[src/include/ssp_framer_defines.svh]
// Constants of the synchronous serial frame engine.
// Assumes inclusion by bare name from the include folder.
`ifndef SSP_FRAMER_DEFINES_SVH
`define SSP_FRAMER_DEFINES_SVH

`define SSP_DATA_W 16
`define SSP_FIFO_DEPTH 8
`define SSP_CTRL_BITS 8
`define SSP_MIN_BITS 5'h04
`define SSP_MAX_BITS 5'h10
`define SSP_GAP_HALVES 6'h02
`define SSP_FSS_IDLE 1'b1
`define SSP_SOUT_IDLE 1'b0
`define SSP_HALF_DIV_RST 8'h04

`endif

[src/include/ssp_framer_pkg.sv]
// Types shared by the frame engine and its bench.
// Assumes nothing beyond a SystemVerilog compiler.
package ssp_framer_pkg;

  typedef struct packed {
    logic master;
    logic cmdresp;
    logic cpol;
    logic cpha;
    logic [4:0] bits;
  } cfg_t;

  typedef enum logic [2:0] {
    ST_IDLE = 3'b001,
    ST_RUN = 3'b010,
    ST_GAP = 3'b100
  } mstate_t;

endpackage

[src/core/ssp_fifo.sv]
// Small synchronous FIFO with valid/ready on both sides.
// Assumes a single clock and a synchronous active-high reset.
`timescale 1ns/1ns
module ssp_fifo #(
  parameter int W = 16,
  parameter int DEPTH = 8
) (
  input wire logic i_clk,
  input wire logic i_sys_rst,
  input wire logic i_wr_valid,
  output logic o_wr_ready,
  input wire logic [W-1:0] i_wr_data,
  output logic o_rd_valid,
  input wire logic i_rd_ready,
  output logic [W-1:0] o_rd_data
);
  localparam int AW = $clog2(DEPTH);

  logic [W-1:0] mem [DEPTH];
  logic [AW-1:0] wr_ptr_r;
  logic [AW-1:0] rd_ptr_r;
  logic [AW:0] count_r;
  logic do_wr;
  logic do_rd;

  assign o_wr_ready = (count_r != (AW+1)'(DEPTH));
  assign o_rd_valid = (count_r != '0);
  assign do_wr = i_wr_valid && o_wr_ready;
  assign do_rd = i_rd_ready && o_rd_valid;
  assign o_rd_data = mem[rd_ptr_r];

  always_ff @(posedge i_clk) begin
    if (do_wr) begin
      mem[wr_ptr_r] <= i_wr_data;
    end
  end

  always_ff @(posedge i_clk) begin
    if (i_sys_rst) begin
      wr_ptr_r <= '0;
      rd_ptr_r <= '0;
      count_r <= '0;
    end else begin
      if (do_wr) begin
        wr_ptr_r <= (wr_ptr_r == AW'(DEPTH-1)) ? '0 : wr_ptr_r + 1'b1;
      end
      if (do_rd) begin
        rd_ptr_r <= (rd_ptr_r == AW'(DEPTH-1)) ? '0 : rd_ptr_r + 1'b1;
      end
      if (do_wr && !do_rd) begin
        count_r <= count_r + 1'b1;
      end else if (do_rd && !do_wr) begin
        count_r <= count_r - 1'b1;
      end
    end
  end

endmodule

[src/core/ssp_framer.sv]
// Frame engine of a synchronous serial port: SPI and command-response.
// Assumes config is stable while busy; pins are asynchronous to i_clk.
//
// Behaviour
// - Idle: frame select high, data out low, bit clock at polarity level.
// - Master drives bit clock pad; slave releases it and uses external clock.
// - Enabled master with queued word starts frame: select low, data out enabled.
// - Polarity 0 phase 1: data and first rising edge half bit after select falls.
// - Polarity 1 phase 0: master data after half bit, first falling after another.
// - Polarity 1 phase 1: data and first falling edge half bit after select.
// - Master raises frame select one bit period after the final capture.
// - Phase 0 back-to-back words: frame select pulses high between words.
// - Phase 1 back-to-back words: frame select stays low until last word.
// - Command-response frame opens with 8-bit control word, nothing received.
// - Queued control byte triggers frame; MSB driven as select falls.
// - Select low all frame; input ignored while control word goes out.
// - Polarity 0: peripheral drives reply on falling edges; port latches on rising.
// - Single frame: select rises one bit after last reply bit, on the same clock as the reply is stored.
// - Continuous frames: select stays low, next control follows, reply stored.
// - Slave in command-response samples first bit on first rising edge.
// - Words are 4 to 16 bits, most significant bit first.
// - Transmit and receive FIFOs are 16 bits wide, eight deep.
`timescale 1ns/1ns
`include "ssp_framer_defines.svh"
module ssp_framer
  import ssp_framer_pkg::*;
#(
  parameter int FIFO_DEPTH = `SSP_FIFO_DEPTH
) (
  input wire logic i_clk,
  input wire logic i_sys_rst,
  input wire logic i_enable,
  input wire cfg_t i_cfg,
  input wire logic [7:0] i_half_div,
  input wire logic i_tx_valid,
  output logic o_tx_ready,
  input wire logic [`SSP_DATA_W-1:0] i_tx_data,
  output logic o_rx_valid,
  input wire logic i_rx_ready,
  output logic [`SSP_DATA_W-1:0] o_rx_data,
  output logic o_busy,
  output logic o_serial_bit_clock,
  output logic o_serial_bit_clock_oe_n,
  input wire logic i_serial_bit_clock,
  output logic o_frame_select_line,
  output logic o_frame_select_line_oe_n,
  input wire logic i_frame_select_line,
  output logic o_serial_out_line,
  output logic o_serial_out_line_oe_n,
  input wire logic i_serial_in_line
);
  localparam logic [5:0] CR_BASE = 6'(2 * `SSP_CTRL_BITS + 2);
  localparam logic [5:0] CTRL_END = 6'(2 * `SSP_CTRL_BITS);

  function automatic logic [15:0] align_msb(input logic [15:0] w, input logic [4:0] n);
    align_msb = w << (5'h10 - n);
  endfunction

  function automatic logic [15:0] word_mask(input logic [4:0] n);
    word_mask = 16'hFFFF >> (5'h10 - n);
  endfunction

  // Transmit and receive queues
  logic tx_avail;
  logic tx_pop;
  logic [15:0] tx_word;
  logic rx_push;
  logic [15:0] rx_word;
  logic rx_space;

  ssp_fifo #(.W(`SSP_DATA_W), .DEPTH(FIFO_DEPTH)) u_tx_fifo (
    .i_clk(i_clk),
    .i_sys_rst(i_sys_rst),
    .i_wr_valid(i_tx_valid),
    .o_wr_ready(o_tx_ready),
    .i_wr_data(i_tx_data),
    .o_rd_valid(tx_avail),
    .i_rd_ready(tx_pop),
    .o_rd_data(tx_word)
  );

  ssp_fifo #(.W(`SSP_DATA_W), .DEPTH(FIFO_DEPTH)) u_rx_fifo (
    .i_clk(i_clk),
    .i_sys_rst(i_sys_rst),
    .i_wr_valid(rx_push),
    .o_wr_ready(rx_space),
    .i_wr_data(rx_word),
    .o_rd_valid(o_rx_valid),
    .i_rd_ready(i_rx_ready),
    .o_rd_data(o_rx_data)
  );

  // Pin synchronisers; only stage two and later feed logic
  logic [1:0] sclk_sync_r;
  logic [1:0] fss_sync_r;
  logic [1:0] sin_sync_r;
  logic sclk_d_r;
  logic fss_d_r;

  always_ff @(posedge i_clk) begin
    if (i_sys_rst) begin
      sclk_sync_r <= 2'h0;
      fss_sync_r <= 2'h3;
      sin_sync_r <= 2'h0;
      sclk_d_r <= 1'b0;
      fss_d_r <= 1'b1;
    end else begin
      sclk_sync_r <= {sclk_sync_r[0], i_serial_bit_clock};
      fss_sync_r <= {fss_sync_r[0], i_frame_select_line};
      sin_sync_r <= {sin_sync_r[0], i_serial_in_line};
      sclk_d_r <= sclk_sync_r[1];
      fss_d_r <= fss_sync_r[1];
    end
  end

  logic sin_s;
  assign sin_s = sin_sync_r[1];

  // Half bit period tick from the divider
  logic [7:0] div_cnt_r;
  logic tick;
  assign tick = (div_cnt_r == 8'h00);

  always_ff @(posedge i_clk) begin
    if (i_sys_rst) begin
      div_cnt_r <= `SSP_HALF_DIV_RST;
    end else if (tick) begin
      div_cnt_r <= (i_half_div == 8'h00) ? 8'h00 : i_half_div - 8'h01;
    end else begin
      div_cnt_r <= div_cnt_r - 8'h01;
    end
  end

  // Master sequencer, counted in half bit periods
  mstate_t mstate_r;
  logic [5:0] half_r;
  logic [5:0] n2;
  logic m_tog;
  logic m_cap;
  logic m_shf;
  logic [5:0] cont_half;
  logic [5:0] end_half;
  logic m_more;
  logic m_start;
  logic m_cont;
  logic m_end;

  assign n2 = {i_cfg.bits, 1'b0};
  assign cont_half = i_cfg.cmdresp ? n2 + CR_BASE : n2 + 6'h02;
  assign end_half = i_cfg.cmdresp ? n2 + CR_BASE + 6'h01 : n2 + 6'h02;

  always_comb begin
    if (i_cfg.cmdresp) begin
      m_tog = (half_r >= 6'h01) && (half_r <= cont_half);
      m_cap = half_r[0] && (half_r > CR_BASE) && (half_r < cont_half);
      m_shf = !half_r[0] && (half_r >= 6'h02) && (half_r <= CTRL_END);
    end else if (i_cfg.cpha) begin
      m_tog = (half_r >= 6'h01) && (half_r <= n2);
      m_cap = !half_r[0] && (half_r >= 6'h02) && (half_r <= n2);
      m_shf = half_r[0] && (half_r < n2);
    end else begin
      m_tog = (half_r >= 6'h02) && (half_r <= n2 + 6'h01);
      m_cap = !half_r[0] && (half_r >= 6'h02) && (half_r <= n2);
      m_shf = half_r[0] && (half_r < n2);
    end
  end

  // Phase 1 and command-response may chain words without raising select
  assign m_more = i_enable && tx_avail && (i_cfg.cmdresp || i_cfg.cpha);
  assign m_start = tick && (mstate_r == ST_IDLE) && i_enable && tx_avail && i_cfg.master;
  assign m_cont = tick && (mstate_r == ST_RUN) && (half_r == cont_half) && m_more;
  assign m_end = tick && (mstate_r == ST_RUN) && (half_r == end_half) && !m_cont;

  logic [15:0] m_tx_sh_r;
  logic [15:0] m_rx_sh_r;
  logic m_sclk_r;
  logic m_fss_r;
  logic m_sout_r;
  logic m_sout_en_r;

  always_ff @(posedge i_clk) begin
    if (i_sys_rst) begin
      mstate_r <= ST_IDLE;
      half_r <= 6'h00;
    end else begin
      case (mstate_r)
        ST_IDLE: begin
          half_r <= 6'h00;
          if (m_start) begin
            mstate_r <= ST_RUN;
            half_r <= 6'h01;
          end
        end
        ST_RUN: begin
          if (m_cont) begin
            half_r <= 6'h01;
          end else if (m_end) begin
            mstate_r <= ST_GAP;
            half_r <= 6'h00;
          end else if (tick) begin
            half_r <= half_r + 6'h01;
          end
        end
        ST_GAP: begin
          if (tick) begin
            if (half_r == `SSP_GAP_HALVES - 6'h01) begin
              mstate_r <= ST_IDLE;
            end
            half_r <= half_r + 6'h01;
          end
        end
        default: begin
          mstate_r <= ST_IDLE;
          half_r <= 6'h00;
        end
      endcase
    end
  end

  always_ff @(posedge i_clk) begin
    if (i_sys_rst) begin
      m_sclk_r <= 1'b0;
      m_fss_r <= `SSP_FSS_IDLE;
    end else if (mstate_r != ST_RUN) begin
      m_sclk_r <= i_cfg.cpol;
      m_fss_r <= m_start ? 1'b0 : `SSP_FSS_IDLE;
    end else if (tick) begin
      if (m_tog) begin
        m_sclk_r <= ~m_sclk_r;
      end
      if (m_end) begin
        m_fss_r <= `SSP_FSS_IDLE;
      end
    end
  end

  always_ff @(posedge i_clk) begin
    if (i_sys_rst) begin
      m_tx_sh_r <= 16'h0000;
      m_rx_sh_r <= 16'h0000;
      m_sout_r <= `SSP_SOUT_IDLE;
      m_sout_en_r <= 1'b0;
    end else if (m_start || m_cont) begin
      m_sout_en_r <= 1'b1;
      if (i_cfg.cmdresp) begin
        m_sout_r <= tx_word[`SSP_CTRL_BITS-1];
        m_tx_sh_r <= {tx_word[`SSP_CTRL_BITS-2:0], 9'h000};
      end else begin
        m_sout_r <= `SSP_SOUT_IDLE;
        m_tx_sh_r <= align_msb(tx_word, i_cfg.bits);
      end
    end else if (mstate_r != ST_RUN) begin
      m_sout_r <= `SSP_SOUT_IDLE;
      m_sout_en_r <= 1'b0;
    end else if (tick) begin
      if (m_shf) begin
        m_sout_r <= m_tx_sh_r[15];
        m_tx_sh_r <= {m_tx_sh_r[14:0], 1'b0};
      end
      if (m_cap) begin
        m_rx_sh_r <= {m_rx_sh_r[14:0], sin_s};
      end
    end
  end

  // Slave engine on resynchronised pin edges
  cfg_t s_cfg;
  logic sclk_rise;
  logic sclk_fall;
  logic s_lead;
  logic s_cap;
  logic s_shf;
  logic fss_fall;
  logic s_active;
  logic s_last;
  logic s_reload;
  logic [4:0] s_cnt_r;
  logic [15:0] s_tx_sh_r;
  logic [15:0] s_rx_sh_r;
  logic s_sout_r;

  always_comb begin
    s_cfg = i_cfg;
    if (i_cfg.cmdresp) begin
      s_cfg.cpol = 1'b0;
      s_cfg.cpha = 1'b0;
    end
  end

  assign sclk_rise = sclk_sync_r[1] && !sclk_d_r;
  assign sclk_fall = !sclk_sync_r[1] && sclk_d_r;
  assign fss_fall = !fss_sync_r[1] && fss_d_r;
  assign s_active = !i_cfg.master && i_enable && !fss_sync_r[1];
  assign s_lead = s_cfg.cpol ? sclk_fall : sclk_rise;
  assign s_cap = s_active && (s_cfg.cpha ? (sclk_rise ^ sclk_fall) && !s_lead : s_lead);
  assign s_shf = s_active && (s_cfg.cpha ? s_lead : (sclk_rise ^ sclk_fall) && !s_lead);
  assign s_last = s_cap && (s_cnt_r == i_cfg.bits - 5'h01);
  assign s_reload = s_last && s_cfg.cpha;

  // Queued word aligned to the top bit, zero when nothing is queued
  logic [15:0] s_load_word;
  assign s_load_word = align_msb(tx_avail ? tx_word : 16'h0000, i_cfg.bits);

  always_ff @(posedge i_clk) begin
    if (i_sys_rst) begin
      s_cnt_r <= 5'h00;
      s_tx_sh_r <= 16'h0000;
      s_rx_sh_r <= 16'h0000;
      s_sout_r <= `SSP_SOUT_IDLE;
    end else if (!s_active) begin
      s_cnt_r <= 5'h00;
      s_sout_r <= `SSP_SOUT_IDLE;
    end else if (fss_fall) begin
      s_cnt_r <= 5'h00;
      if (s_cfg.cpha) begin
        s_tx_sh_r <= align_msb(tx_avail ? tx_word : 16'h0000, i_cfg.bits);
      end else begin
        // Phase 0 slave presents its MSB as select falls
        s_sout_r <= s_load_word[15];
        s_tx_sh_r <= {s_load_word[14:0], 1'b0};
      end
    end else begin
      if (s_cap) begin
        s_rx_sh_r <= {s_rx_sh_r[14:0], sin_s};
        s_cnt_r <= s_last ? 5'h00 : s_cnt_r + 5'h01;
      end
      if (s_reload) begin
        s_tx_sh_r <= align_msb(tx_avail ? tx_word : 16'h0000, i_cfg.bits);
      end else if (s_shf) begin
        s_sout_r <= s_tx_sh_r[15];
        s_tx_sh_r <= {s_tx_sh_r[14:0], 1'b0};
      end
    end
  end

  // Queue hand-offs; a full receive queue drops the word
  assign tx_pop = m_start || m_cont || (s_active && fss_fall && tx_avail) || (s_reload && tx_avail);

  always_comb begin
    if (i_cfg.master) begin
      rx_word = m_rx_sh_r & word_mask(i_cfg.bits);
      rx_push = rx_space && ((m_cont && i_cfg.cmdresp) || m_cont || m_end);
    end else begin
      rx_word = {s_rx_sh_r[14:0], sin_s} & word_mask(i_cfg.bits);
      rx_push = rx_space && s_last;
    end
  end

  // Pads: enables are active low
  assign o_serial_bit_clock = m_sclk_r;
  assign o_serial_bit_clock_oe_n = !i_cfg.master;
  assign o_frame_select_line = m_fss_r;
  assign o_frame_select_line_oe_n = !i_cfg.master;
  assign o_serial_out_line = i_cfg.master ? m_sout_r : s_sout_r;
  assign o_serial_out_line_oe_n = i_cfg.master ? !m_sout_en_r
                                               : !(s_active && !i_cfg.cmdresp);
  assign o_busy = (mstate_r != ST_IDLE) || s_active;

endmodule

[config.mk]
export PLATFORM = sky130hd
export DESIGN_NAME = ssp_framer
export DESIGN_NICKNAME = d
export VERILOG_FILES = /design/src/include/ssp_framer_pkg.sv /design/src/core/ssp_fifo.sv /design/src/core/ssp_framer.sv
export VERILOG_INCLUDE_DIRS = /design/src /design/src/include
export SDC_FILE = /design/constraint.sdc
export NUM_CORES = 1
export LEC_CHECK = 0
export BUFFER_PORTS_ARGS = -buffer_cell sky130_fd_sc_hd__buf_2
export CAP_MARGIN = 25
export CORE_MARGIN = 4
export CORE_UTILIZATION = 60
export DETAILED_ROUTE_END_ITERATION = 6
export PLACE_DENSITY = 0.8
export SYNTH_ARGS = -nofsm -noshare
export SYNTH_HDL_FRONTEND = slang
export SYNTH_SLANG_ARGS = --single-unit
[constraint.sdc]
create_clock -name i_clk -period 10.55 [get_ports i_clk]
set_input_delay 0.5275 -clock i_clk [delete_from_list [all_inputs] [get_ports i_clk]]
set_output_delay 0.5275 -clock i_clk [all_outputs]
set_load 0.02 [all_outputs]
==> impl_summary.txt, run 1 <==
----------------------------------------------------
[Status]
  Result of the run ... completed

[Clock network]
  Number of buffers inserted to repair setup after CTS ... 0
  Total number of clock tree sinks ... 380
  PostCTS Resize Cnt ... 0
  Master cell of the clock root buffer ... clkbuf_16
  Count of H-tree levels built during CTS ... 2
  Reg clk slew, reported paths ... 0.06 ns
  Buffer depth of the longest clock path ... 3
  Inserted Clock Buffers ... 38
  Hold Buf Count CTS ... 0
  CTS tree ... done
  Source-to-sink clock delay at the later pin of the worst-skew pair ... 0.53 ns

[Power and ir drop]
  PwrDens ... 186 nW/um^2
  Switching pwr ... 0.969 mW
  Portion of total power attributed to the clock network ... 0.353
  Internal power contribution ... 2.63 mW
  Static Leak ... 6.66 nW
  Switch share ... 0.269
  Power Total ... 3.60 mW
  Sequential fraction of design power ... 0.473
  Logic pwr share ... 0.174
  Max IR drop VDD ... 152 uV

[Timing]
  Minimum period implied by the final worst setup slack ... 5.57 ns
  Final Max Slew Viols ... 0
  Total negative slack for setup checks ... 0 ns
  Number of setup violations in the final report ... 0
  Slew at the pin with the worst max-slew slack ... 1.06 ns
  Final hold violation count ... 0
  Highest Clock Rate ... 180 MHz
  RSZ-0062 raised after global routing ... no
  Worst Clk Skew ... 0.0143 ns
  Worst relative slew slack ... 0.290
  Share of the clock period used by the worst path ... 0.528

[Layout]
  Layout net count ... 1488
  Non-filler cells in the finished layout ... 1815
  Fraction of final layout cells sized beyond drive strength 1 ... 0.201
  Signed area change from the synthesized netlist to the final layout ... 11.4%

[Global routing]
  Global-route track usage on met3 ... 0.0396
  Grt total ovfl ... 0
  Number of global-route vias before repair ... 11013
  Global-route met1 utilization ... 0.327
  Antenna violations before repair ... 1
  Maximum number of pins on one net before global-route repair ... 67
  Wire length of the first global-routing pass ... 60.9 mm
  Met2 usage in global routing ... 0.420
  Busiest grt layer ... met2
  Overall fraction of global-route tracks in use ... 0.245

[Logic synthesis]
  Gate Count Post-Synth ... 1343
  Fraction of synthesis flops using an asynchronous set or reset pin ... 0
  Number of different library cells in the post-synthesis netlist ... 77
  Sequential fraction of the synthesis area ... 0.586
  Main flop type after synthesis ... edfxtp_1
  Post-synthesis sequential element count ... 380
  Mapped Area ... 17400 sq um
  Yosys Warn Count ... 0
  Ranking of synthesized cells by area ... edfxtp_1, dfxtp_1, mux4_2
  Post-synth net total ... 1427
  Avg Inst Size Synth ... 12.9 sq um
  Top cell type by total area after synthesis ... edfxtp_1
  Post-synth top area share ... 0.443
  Number of flops mapped to enable cells by yosys ... 256

[Route]
  DRC ... 0
  Via/cell ratio ... 6.23
  Via count ... 11313
  1st-iter DRT viols ... 1194
  First-pass detailed-route iteration total ... 5
  Number of routed nets with antenna violations ... 0
  WL final ... 39.1 mm
  DR WL/cell ... 21.5 um

[Critical path]
  Top cell family by delay on the critical path ... adder cells
  Critical-path cell with the highest stage delay ... ha_1
  Biggest fanout along the worst timing path ... 21
  Startpoint Class ... input pin
  Critical setup path kind ... in2reg
  Worst reg-to-reg setup slack ... 6.09 ns
  Endpoint class of the critical path ... flip-flop
  Most prevalent standard cell on the critical path ... ha_1
  Cell-by-cell trace of the critical path ... buf_2 > clkinv_1 > ha_1 > inv_1 > ha_1 > and3_1 > nand3_1 > nor4b_1 > nand2_1 > a22oi_2 > ha_1 > inv_1 > ha_1 > a21o_1 > a21oi_1 > xnor2_1 > or3_1 > a21oi_1
  Required time reported for the critical path endpoint ... 11.00 ns
  Buffering stage count on the worst path with inverters included ... 4
  Largest stage delay on the critical path ... 0.77 ns
  Data arrival time of the worst path ... 6.02 ns

[Die]
  I/O Pins ... 66
  Area of the core ... 28600 sq um
  Die width ... 178 um
  Starting density of the core ... 0.607
  Count of standard-cell rows ... 62
  Die Ht ... 178 um
  Total Die Area ... 31700 sq um

[Run]
  Max-Cap Viols ... 0

[Placement]
  Port-buffer cells ... 65
  Detailed placement HPWL ... 24.9 mm
  Weighted congestion reported at the end of routability-driven placement ... 0.904
  Dpl cells ... 1744

[Worst hold path]
  Class of the tightest hold or removal check ... in2reg

----------------------------------------------------
-- synthesized netlist by cell type, types with 9 or more instances --
library cell / instances
a211oi_1: 28
a21oi_1: 74
a22oi_1: 12
a31oi_1: 9
and3_1: 9
clkbuf_1: 46
dfxtp_1: 124
edfxtp_1: 256
ha_1: 41
inv_1: 29
mux2_2: 44
mux2i_1: 64
mux4_2: 62
nand2_1: 116
nand2b_1: 9
nand3_1: 21
nand4_1: 9
nor2_1: 124
nor2b_1: 13
nor3_1: 39
nor4_1: 9
o21ai_0: 21
xnor2_1: 17
xor2_1: 16
-- final timing paths --
| path | from | to | cells past startpoint |
|---|---|---|---|
| max | i_cfg[0] | u_rx_fifo.count_r[3] | 18 |
| min | i_frame_select_line | fss_sync_r[0] | 2 |
| max reg2reg | div_cnt_r[2] | u_rx_fifo.count_r[3] | 14 |
| min reg2reg | fss_sync_r[0] | fss_sync_r[1] | 1 |
-- sequential cells by signal (all words and copies together) (netlist names), 4 cells and up, named ones only --
signal,flops
m_rx_sh_r,16
u_rx_fifo.mem,128
s_tx_sh_r,16
s_cnt_r,5
half_r,6
div_cnt_r,8
s_rx_sh_r,15
u_tx_fifo.count_r,4
m_tx_sh_r,16
u_tx_fifo.mem,128
u_rx_fifo.count_r,4
-- per-layer routing --
metal	share of wire	up-vias
met3	0.066	75
met5	0	-
met1	0.41	5580
met2	0.50	443
met4	0.025	0
li1	-	5215
-- power groups by stage --
stage / combinational [mW] / clock (mW) / sequential, mW
2_1_floorplan: 0.459 / 0 / 1.71
3_3_place_gp: 0.583 / 0 / 1.74
3_5_place_dp: 0.609 / 0 / 1.73
4_1_cts: 0.618 / 1.29 / 1.70
5_1_grt: 0.682 / 1.36 / 1.71
6_report: 0.625 / 1.27 / 1.70
-- layout make-up --
cell class                 instances  area [sq um]
fill                            1926          9280
clock buffer                      56          1100
antenna                            1          2.50
sequential                       380         10200
tap                              384           480
clock inverter                    10          80.1
multi-input combinational        861          6800
inverter                          30           113
timing repair buffer              93           594
-- cell families after synthesis --
kind of cell               Yosys count  share of synthesized area
buffers and inverters              102                     0.0261
adders and majority gates           44                     0.0324
AOI/OAI and AO/OA                  217                     0.0842
muxes                              170                      0.146
and+or+nand+nor                    397                      0.109
DFF                                380                      0.586
xor gates and xnor gates            33                     0.0166
-- cell usage in the layout, fill, tap and decap left out, types with 16 or more instances in the layout --
master	count
clkbuf_16	39
a21oi_1	73
buf_4	24
edfxtp_1	256
ha_1	41
nand2_1	116
mux2i_1	64
buf_2	64
mux2_2	44
xnor2_1	17
nor3_1	33
o21ai_0	21
nand3_1	21
mux4_2	62
xor2_1	16
a211oi_1	28
inv_1	29
dfxtp_1	122
nor2_1	124
-- per-stage QoR --
step           instance area [sq um]  utilization  setup slack [ns]  hold slack (ns)
3_5_place_dp                   18100        0.632              4.59            0.405
5_1_grt                        19300        0.676              4.54            0.168
2_1_floorplan                  17400            -              5.41            0.389
6_report                       19300        0.676              4.98            0.184
3_3_place_gp                   18100        0.631              4.84            0.394
4_1_cts                        19300        0.673              5.11            0.169
Power figures use the tool's default switching activity.
==> inputs of run 2 (changes only) <==
--- a/config.mk
+++ b/config.mk
@@ -9,9 +9,9 @@
 export BUFFER_PORTS_ARGS = -buffer_cell sky130_fd_sc_hd__buf_2
 export CAP_MARGIN = 25
 export CORE_MARGIN = 4
-export CORE_UTILIZATION = 60
+export CORE_UTILIZATION = 56
 export DETAILED_ROUTE_END_ITERATION = 6
-export PLACE_DENSITY = 0.8
+export PLACE_DENSITY = 0.78
 export SYNTH_ARGS = -nofsm -noshare
 export SYNTH_HDL_FRONTEND = slang
 export SYNTH_SLANG_ARGS = --single-unit
==> constraint.sdc (replaced) <==
create_clock -name i_clk -period 4.5 [get_ports i_clk]
set_input_delay 0.225 -clock i_clk [delete_from_list [all_inputs] [get_ports i_clk]]
set_output_delay 0.225 -clock i_clk [all_outputs]
set_load 0.02 [all_outputs]
==> impl_summary.txt, run 2 (same netlist as run 1, synthesis figures left out) <==
----------------------------------------------------
[Timing]
  Worst relative slew slack ... 0.260 (-0.0298)
  RSZ-0062 raised after global routing ... no
  Slew at the pin with the worst max-slew slack ... 1.11 ns (+0.0488 ns)
  Share of the clock period used by the worst path ... 0.897
  Final hold violation count ... 0 (unchanged)
  Number of setup violations in the final report ... 0 (unchanged)
  Highest Clock Rate ... 248 MHz
  Minimum period implied by the final worst setup slack ... 4.04 ns
  Worst hold margin ... 0.0326 ns (-0.151 ns)
  Final Max Slew Viols ... 0 (unchanged)
  Worst Clk Skew ... 0.0145 ns (+0.000166 ns)

[Critical path]
  Required time reported for the critical path endpoint ... 4.95 ns (-6.05 ns)
  Data arrival time of the worst path ... 4.48 ns (-1.54 ns)
  Worst reg-to-reg setup slack ... 0.46 ns (-5.63 ns)
  FF-to-FF path depth ... 15 (+1)
  Critical register-to-register path startpoint ... div_cnt_r[2]
  Biggest fanout along the worst timing path ... 9 (-57%)
  Critical setup path kind ... reg2reg
  Startpoint Class ... flip-flop
  Capture instance of the worst register-to-register path ... u_rx_fifo.count_r[3]
  Launching element of the worst setup path ... div_cnt_r[2]
  Endpoint class of the critical path ... flip-flop

[Clock network]
  Inserted Clock Buffers ... 39 (+2.6%)
  Total number of clock tree sinks ... 380 (unchanged)
  CTS tree ... done
  PostCTS Resize Cnt ... 0 (unchanged)
  Source-to-sink clock delay at the later pin of the worst-skew pair ... 0.53 ns (about the same)
  Number of buffers inserted to repair setup after CTS ... 0 (unchanged)
  Buffer depth of the longest clock path ... 3 (unchanged)
  Count of H-tree levels built during CTS ... 2 (unchanged)
  Master cell of the clock root buffer ... clkbuf_16
  Reg clk slew, reported paths ... 0.06 ns (about the same)

[Power and ir drop]
  Portion of total power attributed to the clock network ... 0.375 (+0.022)
  Sequential fraction of design power ... 0.456 (-0.017)
  Power Total ... 8.75 mW (+140%)
  Switching pwr ... 2.29 mW (+140%)
  Max IR drop VDD ... 297 uV (+96%)
  Internal power contribution ... 6.46 mW (+150%)
  Switch share ... 0.262 (-0.00761)
  Static Leak ... 6.91 nW (+3.8%)
  Logic pwr share ... 0.168 (-0.006)
  PwrDens ... 442 nW/um^2 (+140%)

[Run]
  Max-Cap Viols ... 0 (unchanged)

[Route]
  WL final ... 38.7 mm (-0.88%)
  1st-iter DRT viols ... 1143 (-4.3%)
  First-pass detailed-route iteration total ... 5 (unchanged)
  Number of routed nets with antenna violations ... 0 (unchanged)
  Via/cell ratio ... 6.11 (-2.0%)
  DR WL/cell ... 20.7 um (-3.7%)
  DRC ... 0 (unchanged)
  Via count ... 11415 (+0.90%)

[Placement]
  Weighted congestion reported at the end of routability-driven placement ... 0.916 (+1.4%)
  Port-buffer cells ... 65 (unchanged)
  Detailed placement HPWL ... 25.5 mm (+2.4%)
  Dpl cells ... 1777 (+1.9%)

[Global routing]
  Wire length of the first global-routing pass ... 61.5 mm (+1.0%)
  Grt total ovfl ... 0 (unchanged)
  Number of global-route vias before repair ... 11352 (+3.1%)
  Maximum number of pins on one net before global-route repair ... 61 (-9.0%)
  Antenna violations before repair ... 2 (+1)
  Overall fraction of global-route tracks in use ... 0.228 (-0.0169)

[Layout]
  Largest registers in the final layout ... u_rx_fifo.mem x128, u_tx_fifo.mem x128
  Most frequent cells in the layout ... edfxtp_1, nor2_1, dfxtp_1
  Signed area change from the synthesized netlist to the final layout ... 13.9%
  Layout net count ... 1526 (+2.6%)
  Fraction of final layout cells sized beyond drive strength 1 ... 0.211 (+0.00934)
  Most common library cell in the layout ignoring fill and taps ... edfxtp_1
  Non-filler cells in the finished layout ... 1868 (+2.9%)

[Die]
  Area of the core ... 30600 sq um (+6.9%)
  Die width ... 184 um (+3.4%)
  Starting density of the core ... 0.568 (-0.0390)
  Total Die Area ... 33900 sq um (+6.8%)
  Die Ht ... 184 um (+3.4%)
  Count of standard-cell rows ... 64 (+3.2%)
  I/O Pins ... 66 (unchanged)

[Status]
  Result of the run ... completed

[Worst hold path]
  Cells on Worst Hold Path ... 3 (+1)
  Hold EP ... u_rx_fifo.rd_ptr_r[2]
  Worst min-delay path startpoint ... i_rx_ready
  Class of the tightest hold or removal check ... in2reg

----------------------------------------------------
## run 2: cell types whose count changed in the layout (fill, tap and decap cells not counted), moves of 2 or more
cell           change
buf_16             -2
clkbuf_16          +4
clkinv_1           +7
dlygate4sd3_1     +19
buf_4             +22
clkbuf_8           -2
bufinv_16          +3
clkinv_2           -3
clkbuf_2           +3
clkbuf_1           -7
## run 2: metal layers
metal | up-vias | part of all wire | track usage
met2 | 414 | 0.50 | 0.385
met4 | 2 | 0.025 | 0.0671
met1 | 5626 | 0.41 | 0.307
met5 | - | 0.00018 | 0
met3 | 82 | 0.063 | 0.0385
li1 | 5291 | - | -
## run 2: worst max-delay path by stage
| stage | endpoint |
|---|---|
| finish | u_rx_fifo.count_r[3] |
| global route | u_rx_fifo.count_r[3] |
| CTS | u_rx_fifo.count_r[3] |
| detailed placement | u_rx_fifo.count_r[3] |
| global placement | u_tx_fifo.count_r[3] |
| floorplan | u_rx_fifo.mem[2][0] |
## run 2: area by class of cell
cell class              count  area (sq um)
fillers                  2246         10800
repair buffers            130           861
clock inverters            16           165
clock buffers              54          1160
well taps                 396           495
flip-flops and latches    380         10200
multi-input cells         861          6800
diodes                      1          2.50
inverters                  30           113
## run 2: timing repair
action / 4_1_cts / 5_1_grt
endpoints found under the hold margin: 131 / 0
setup endpoints to repair: 0 / 0
hold buffers: 19 / 0
## run 2: power by group through the flow
stage	sequential [mW]	combinational, mW	clock [mW]
floorplan	4.01	1.08	0
global placement	4.05	1.41	0
detailed placement	4.07	1.44	0
CTS	3.99	1.47	3.34
global route	4.01	1.60	3.51
finish	3.99	1.47	3.28
## run 2: through the flow
step | area (sq um) | setup slack, ns | setup TNS [ns] | utilization
after floorplan | 17400 | -0.334 | -17.19 | -
after global routing | 19800 | 0.208 | 0 | 0.646
after detailed placement | 18200 | 0.490 | 0 | 0.597
after global placement | 18200 | 0.663 | 0 | 0.597
after CTS | 19800 | 0.527 | 0 | 0.646
final | 19800 | 0.464 | 0 | 0.646
## run 2: worst max-delay path, stage by stage (launching register included)
cell and delay, ns:
dfxtp_1 0.34, nor4_1 0.52, and3b_1 0.25, buf_4 0.17, nand2_1 0.15, nor4b_1 0.56
nand2_1 0.13, a22oi_2 0.26, ha_1 0.25, inv_1 0.10, ha_1 0.28, a21o_1 0.17
a21oi_1 0.20, xnor2_1 0.11, or3_1 0.32, a21oi_1 0.15
==> inputs of run 3 (changes only) <==
--- a/config.mk
+++ b/config.mk
@@ -6,7 +6,7 @@
 export SDC_FILE = /design/constraint.sdc
 export NUM_CORES = 1
 export LEC_CHECK = 0
-export BUFFER_PORTS_ARGS = -buffer_cell sky130_fd_sc_hd__buf_2
+export BUFFER_PORTS_ARGS = -buffer_cell sky130_fd_sc_hd__buf_4
 export CAP_MARGIN = 25
 export CORE_MARGIN = 4
 export CORE_UTILIZATION = 56
==> impl_summary.txt, run 3 (same netlist as run 1, synthesis figures left out) <==
----------------------------------------------------
[Status]
  Result of the run ... completed

[Timing]
  Number of setup violations in the final report ... 0 (unchanged)
  Worst Clk Skew ... 0.0142 ns (-0.000316 ns)
  Worst hold margin ... 0.0234 ns (-0.00920 ns)
  Worst relative slew slack ... 0.270 (+0.00951)
  Minimum period implied by the final worst setup slack ... 4.00 ns (-0.0335 ns)
  Final hold violation count ... 0 (unchanged)
  Share of the clock period used by the worst path ... 0.889 (-0.00746)
  Slew at the pin with the worst max-slew slack ... 1.09 ns (-0.0185 ns)
  RSZ-0062 raised after global routing ... no
  Final Max Slew Viols ... 0 (unchanged)
  Highest Clock Rate ... 250 MHz (+0.84%)

[Worst hold path]
  Class of the tightest hold or removal check ... in2reg
  Worst min-delay path startpoint ... i_half_div[2]

[Layout]
  Most common library cell in the layout ignoring fill and taps ... edfxtp_1
  Fraction of final layout cells sized beyond drive strength 1 ... 0.204 (-0.00666)
  Area taken by flip-flops and latches ... 10200 sq um (unchanged)
  Most frequent cells in the layout ... edfxtp_1, nor2_1, dfxtp_1
  Ant. Diodes ... 0 (-1)
  Area of the multi-input gates ... 6800 sq um (unchanged)
  Signed area change from the synthesized netlist to the final layout ... 14.3%
  Fill cells ... 2233 (-0.58%)
  Layout net count ... 1524 (-0.13%)
  Largest registers in the final layout ... u_rx_fifo.mem x128, u_tx_fifo.mem x128

[Critical path]
  Endpoint class of the critical path ... flip-flop
  Biggest fanout along the worst timing path ... 9 (unchanged)
  Buffering stage count on the worst path with inverters included ... 2 (unchanged)
  Data arrival time of the worst path ... 4.45 ns (-0.03 ns)
  Startpoint Class ... flip-flop
  Cell-by-cell trace of the critical path ... nor4_1 > and3b_1 > buf_4 > nand2_1 > nor4b_1 > nand2_1 > a22oi_2 > ha_1 > inv_1 > ha_1 > a21o_1 > a21oi_1 > xnor2_1 > or3_1 > a21oi_1
  Launching element of the worst setup path ... div_cnt_r[2]
  Largest stage delay on the critical path ... 0.56 ns (about the same)
  Critical-path cell with the highest stage delay ... nor4_1
  Required time reported for the critical path endpoint ... 4.95 ns (about the same)
  Top cell family by delay on the critical path ... simple AND/OR/NAND/NOR gates
  Critical setup path kind ... reg2reg
  Critical register-to-register path startpoint ... div_cnt_r[2]

[Die]
  Die Ht ... 184 um (unchanged)
  Total Die Area ... 33900 sq um (unchanged)
  Starting density of the core ... 0.568 (unchanged)
  Area of the core ... 30600 sq um (unchanged)
  Count of standard-cell rows ... 64 (unchanged)
  Die width ... 184 um (unchanged)
  I/O Pins ... 66 (unchanged)

[Global routing]
  Number of global-route vias before repair ... 11476 (+1.1%)
  Overall fraction of global-route tracks in use ... 0.233 (+0.00502)
  Met2 usage in global routing ... 0.408 (+0.0229)
  Antenna violations before repair ... 0 (-2)
  Wire length of the first global-routing pass ... 62.5 mm (+1.6%)
  Busiest grt layer ... met2
  Maximum number of pins on one net before global-route repair ... 71 (+16%)
  Global-route track usage on met3 ... 0.0316 (-0.00691)
  Global-route met1 utilization ... 0.310 (+0.00223)
  Grt total ovfl ... 0 (unchanged)

[Route]
  Number of routed nets with antenna violations ... 0 (unchanged)
  First-pass detailed-route iteration total ... 6 (+1)
  Via count ... 11480 (+0.57%)
  Via/cell ratio ... 6.15 (+0.68%)
  DRC ... 0 (unchanged)
  1st-iter DRT viols ... 1036 (-9.4%)
  DR WL/cell ... 21.2 um (+2.5%)
  WL final ... 39.7 mm (+2.4%)

[Power and ir drop]
  Max IR drop VDD ... 327 uV (+10%)
  Power Total ... 8.60 mW (-1.6%)
  PwrDens ... 434 nW/um^2 (-2.0%)
  Static Leak ... 6.89 nW (-0.33%)

[Clock network]
  Inserted Clock Buffers ... 39 (unchanged)
  Number of buffers inserted to repair setup after CTS ... 0 (unchanged)
  Reg clk slew, reported paths ... 0.06 ns (about the same)
  Master cell of the clock root buffer ... clkbuf_16
  Buffer depth of the longest clock path ... 3 (unchanged)
  Source-to-sink clock delay at the later pin of the worst-skew pair ... 0.53 ns (about the same)
  Total number of clock tree sinks ... 380 (unchanged)
  CTS tree ... done
  Count of H-tree levels built during CTS ... 2 (unchanged)

[Placement]
  Detailed placement HPWL ... 25.6 mm (+0.42%)
  Weighted congestion reported at the end of routability-driven placement ... 0.903 (-1.4%)
  Port-buffer cells ... 65 (unchanged)

[Run]
  Max-Cap Viols ... 0 (unchanged)

----------------------------------------------------
-- run 3: cell types whose count changed in the layout (fill, tap and decap cells not counted), sizes merged --
| cell | previous run | this run |
|---|---|---|
| inv | 31 | 30 |
| bufinv | 3 | 1 |
| diode | 1 | 0 |
| buf | 111 | 108 |
| clkinvlp | 0 | 2 |
| clkinv | 12 | 15 |
-- run 3: path summary, 6_finish.rpt --
kind | end | depth (start not counted) | slack [ns]
worst min-delay path | div_cnt_r[2] | 3 | 0.02
worst min register to register | fss_sync_r[1] | 1 | 0.41
worst max-delay path | u_rx_fifo.count_r[3] | 15 | 0.50
worst max register to register | u_rx_fifo.count_r[3] | 15 | 0.50
-- run 3: report_power, final --
| part | internal [mW] | total [mW] | switching (mW) |
|---|---|---|---|
| Clock | 1.76 | 3.07 | 1.31 |
| Sequential | 3.86 | 4.01 | 0.147 |
| Combinational | 0.665 | 1.53 | 0.864 |
-- run 3: area by class of cell --
type | instances | area share
tap | 396 | 0.0250
inverter | 30 | 0.00568
sequential | 380 | 0.513
timing repair buffer | 128 | 0.0527
multi-input combinational | 861 | 0.343
clock inverter | 18 | 0.00605
clock buffer | 53 | 0.0550
-- run 3: through the flow --
stage	utilization	TNS, ns	setup slack [ns]	area (sq um)	cells
2_1_floorplan	-	-17.19	-0.334	17400	1343
3_3_place_gp	0.601	0	0.509	18400	1771
3_5_place_dp	0.601	0	0.414	18400	1771
4_1_cts	0.647	0	0.587	19800	1861
5_1_grt	0.649	0	0.260	19800	1866
6_report	0.649	0	0.497	19800	1866
-- run 3: worst reg2reg max path, delay by kind of cell (launching register included) --
kind	cells	cell delay, ns
simple gates	6	1.94
buf+inv	2	0.26
fa+ha+maj	2	0.51
xor+xnor	1	0.10
flops	1	0.34
compound gates	4	0.78
-- run 3: timing repair --
action                    CTS  global route
hold endpoints to repair  131             0
hold buffers               19             0
resized for setup           0             0
-- run 3: metal layers --
layer	vias up	routed length [um]
li1	5288	-
met4	0	879
met1	5708	16100
met3	75	2330
met5	-	0
met2	409	20300
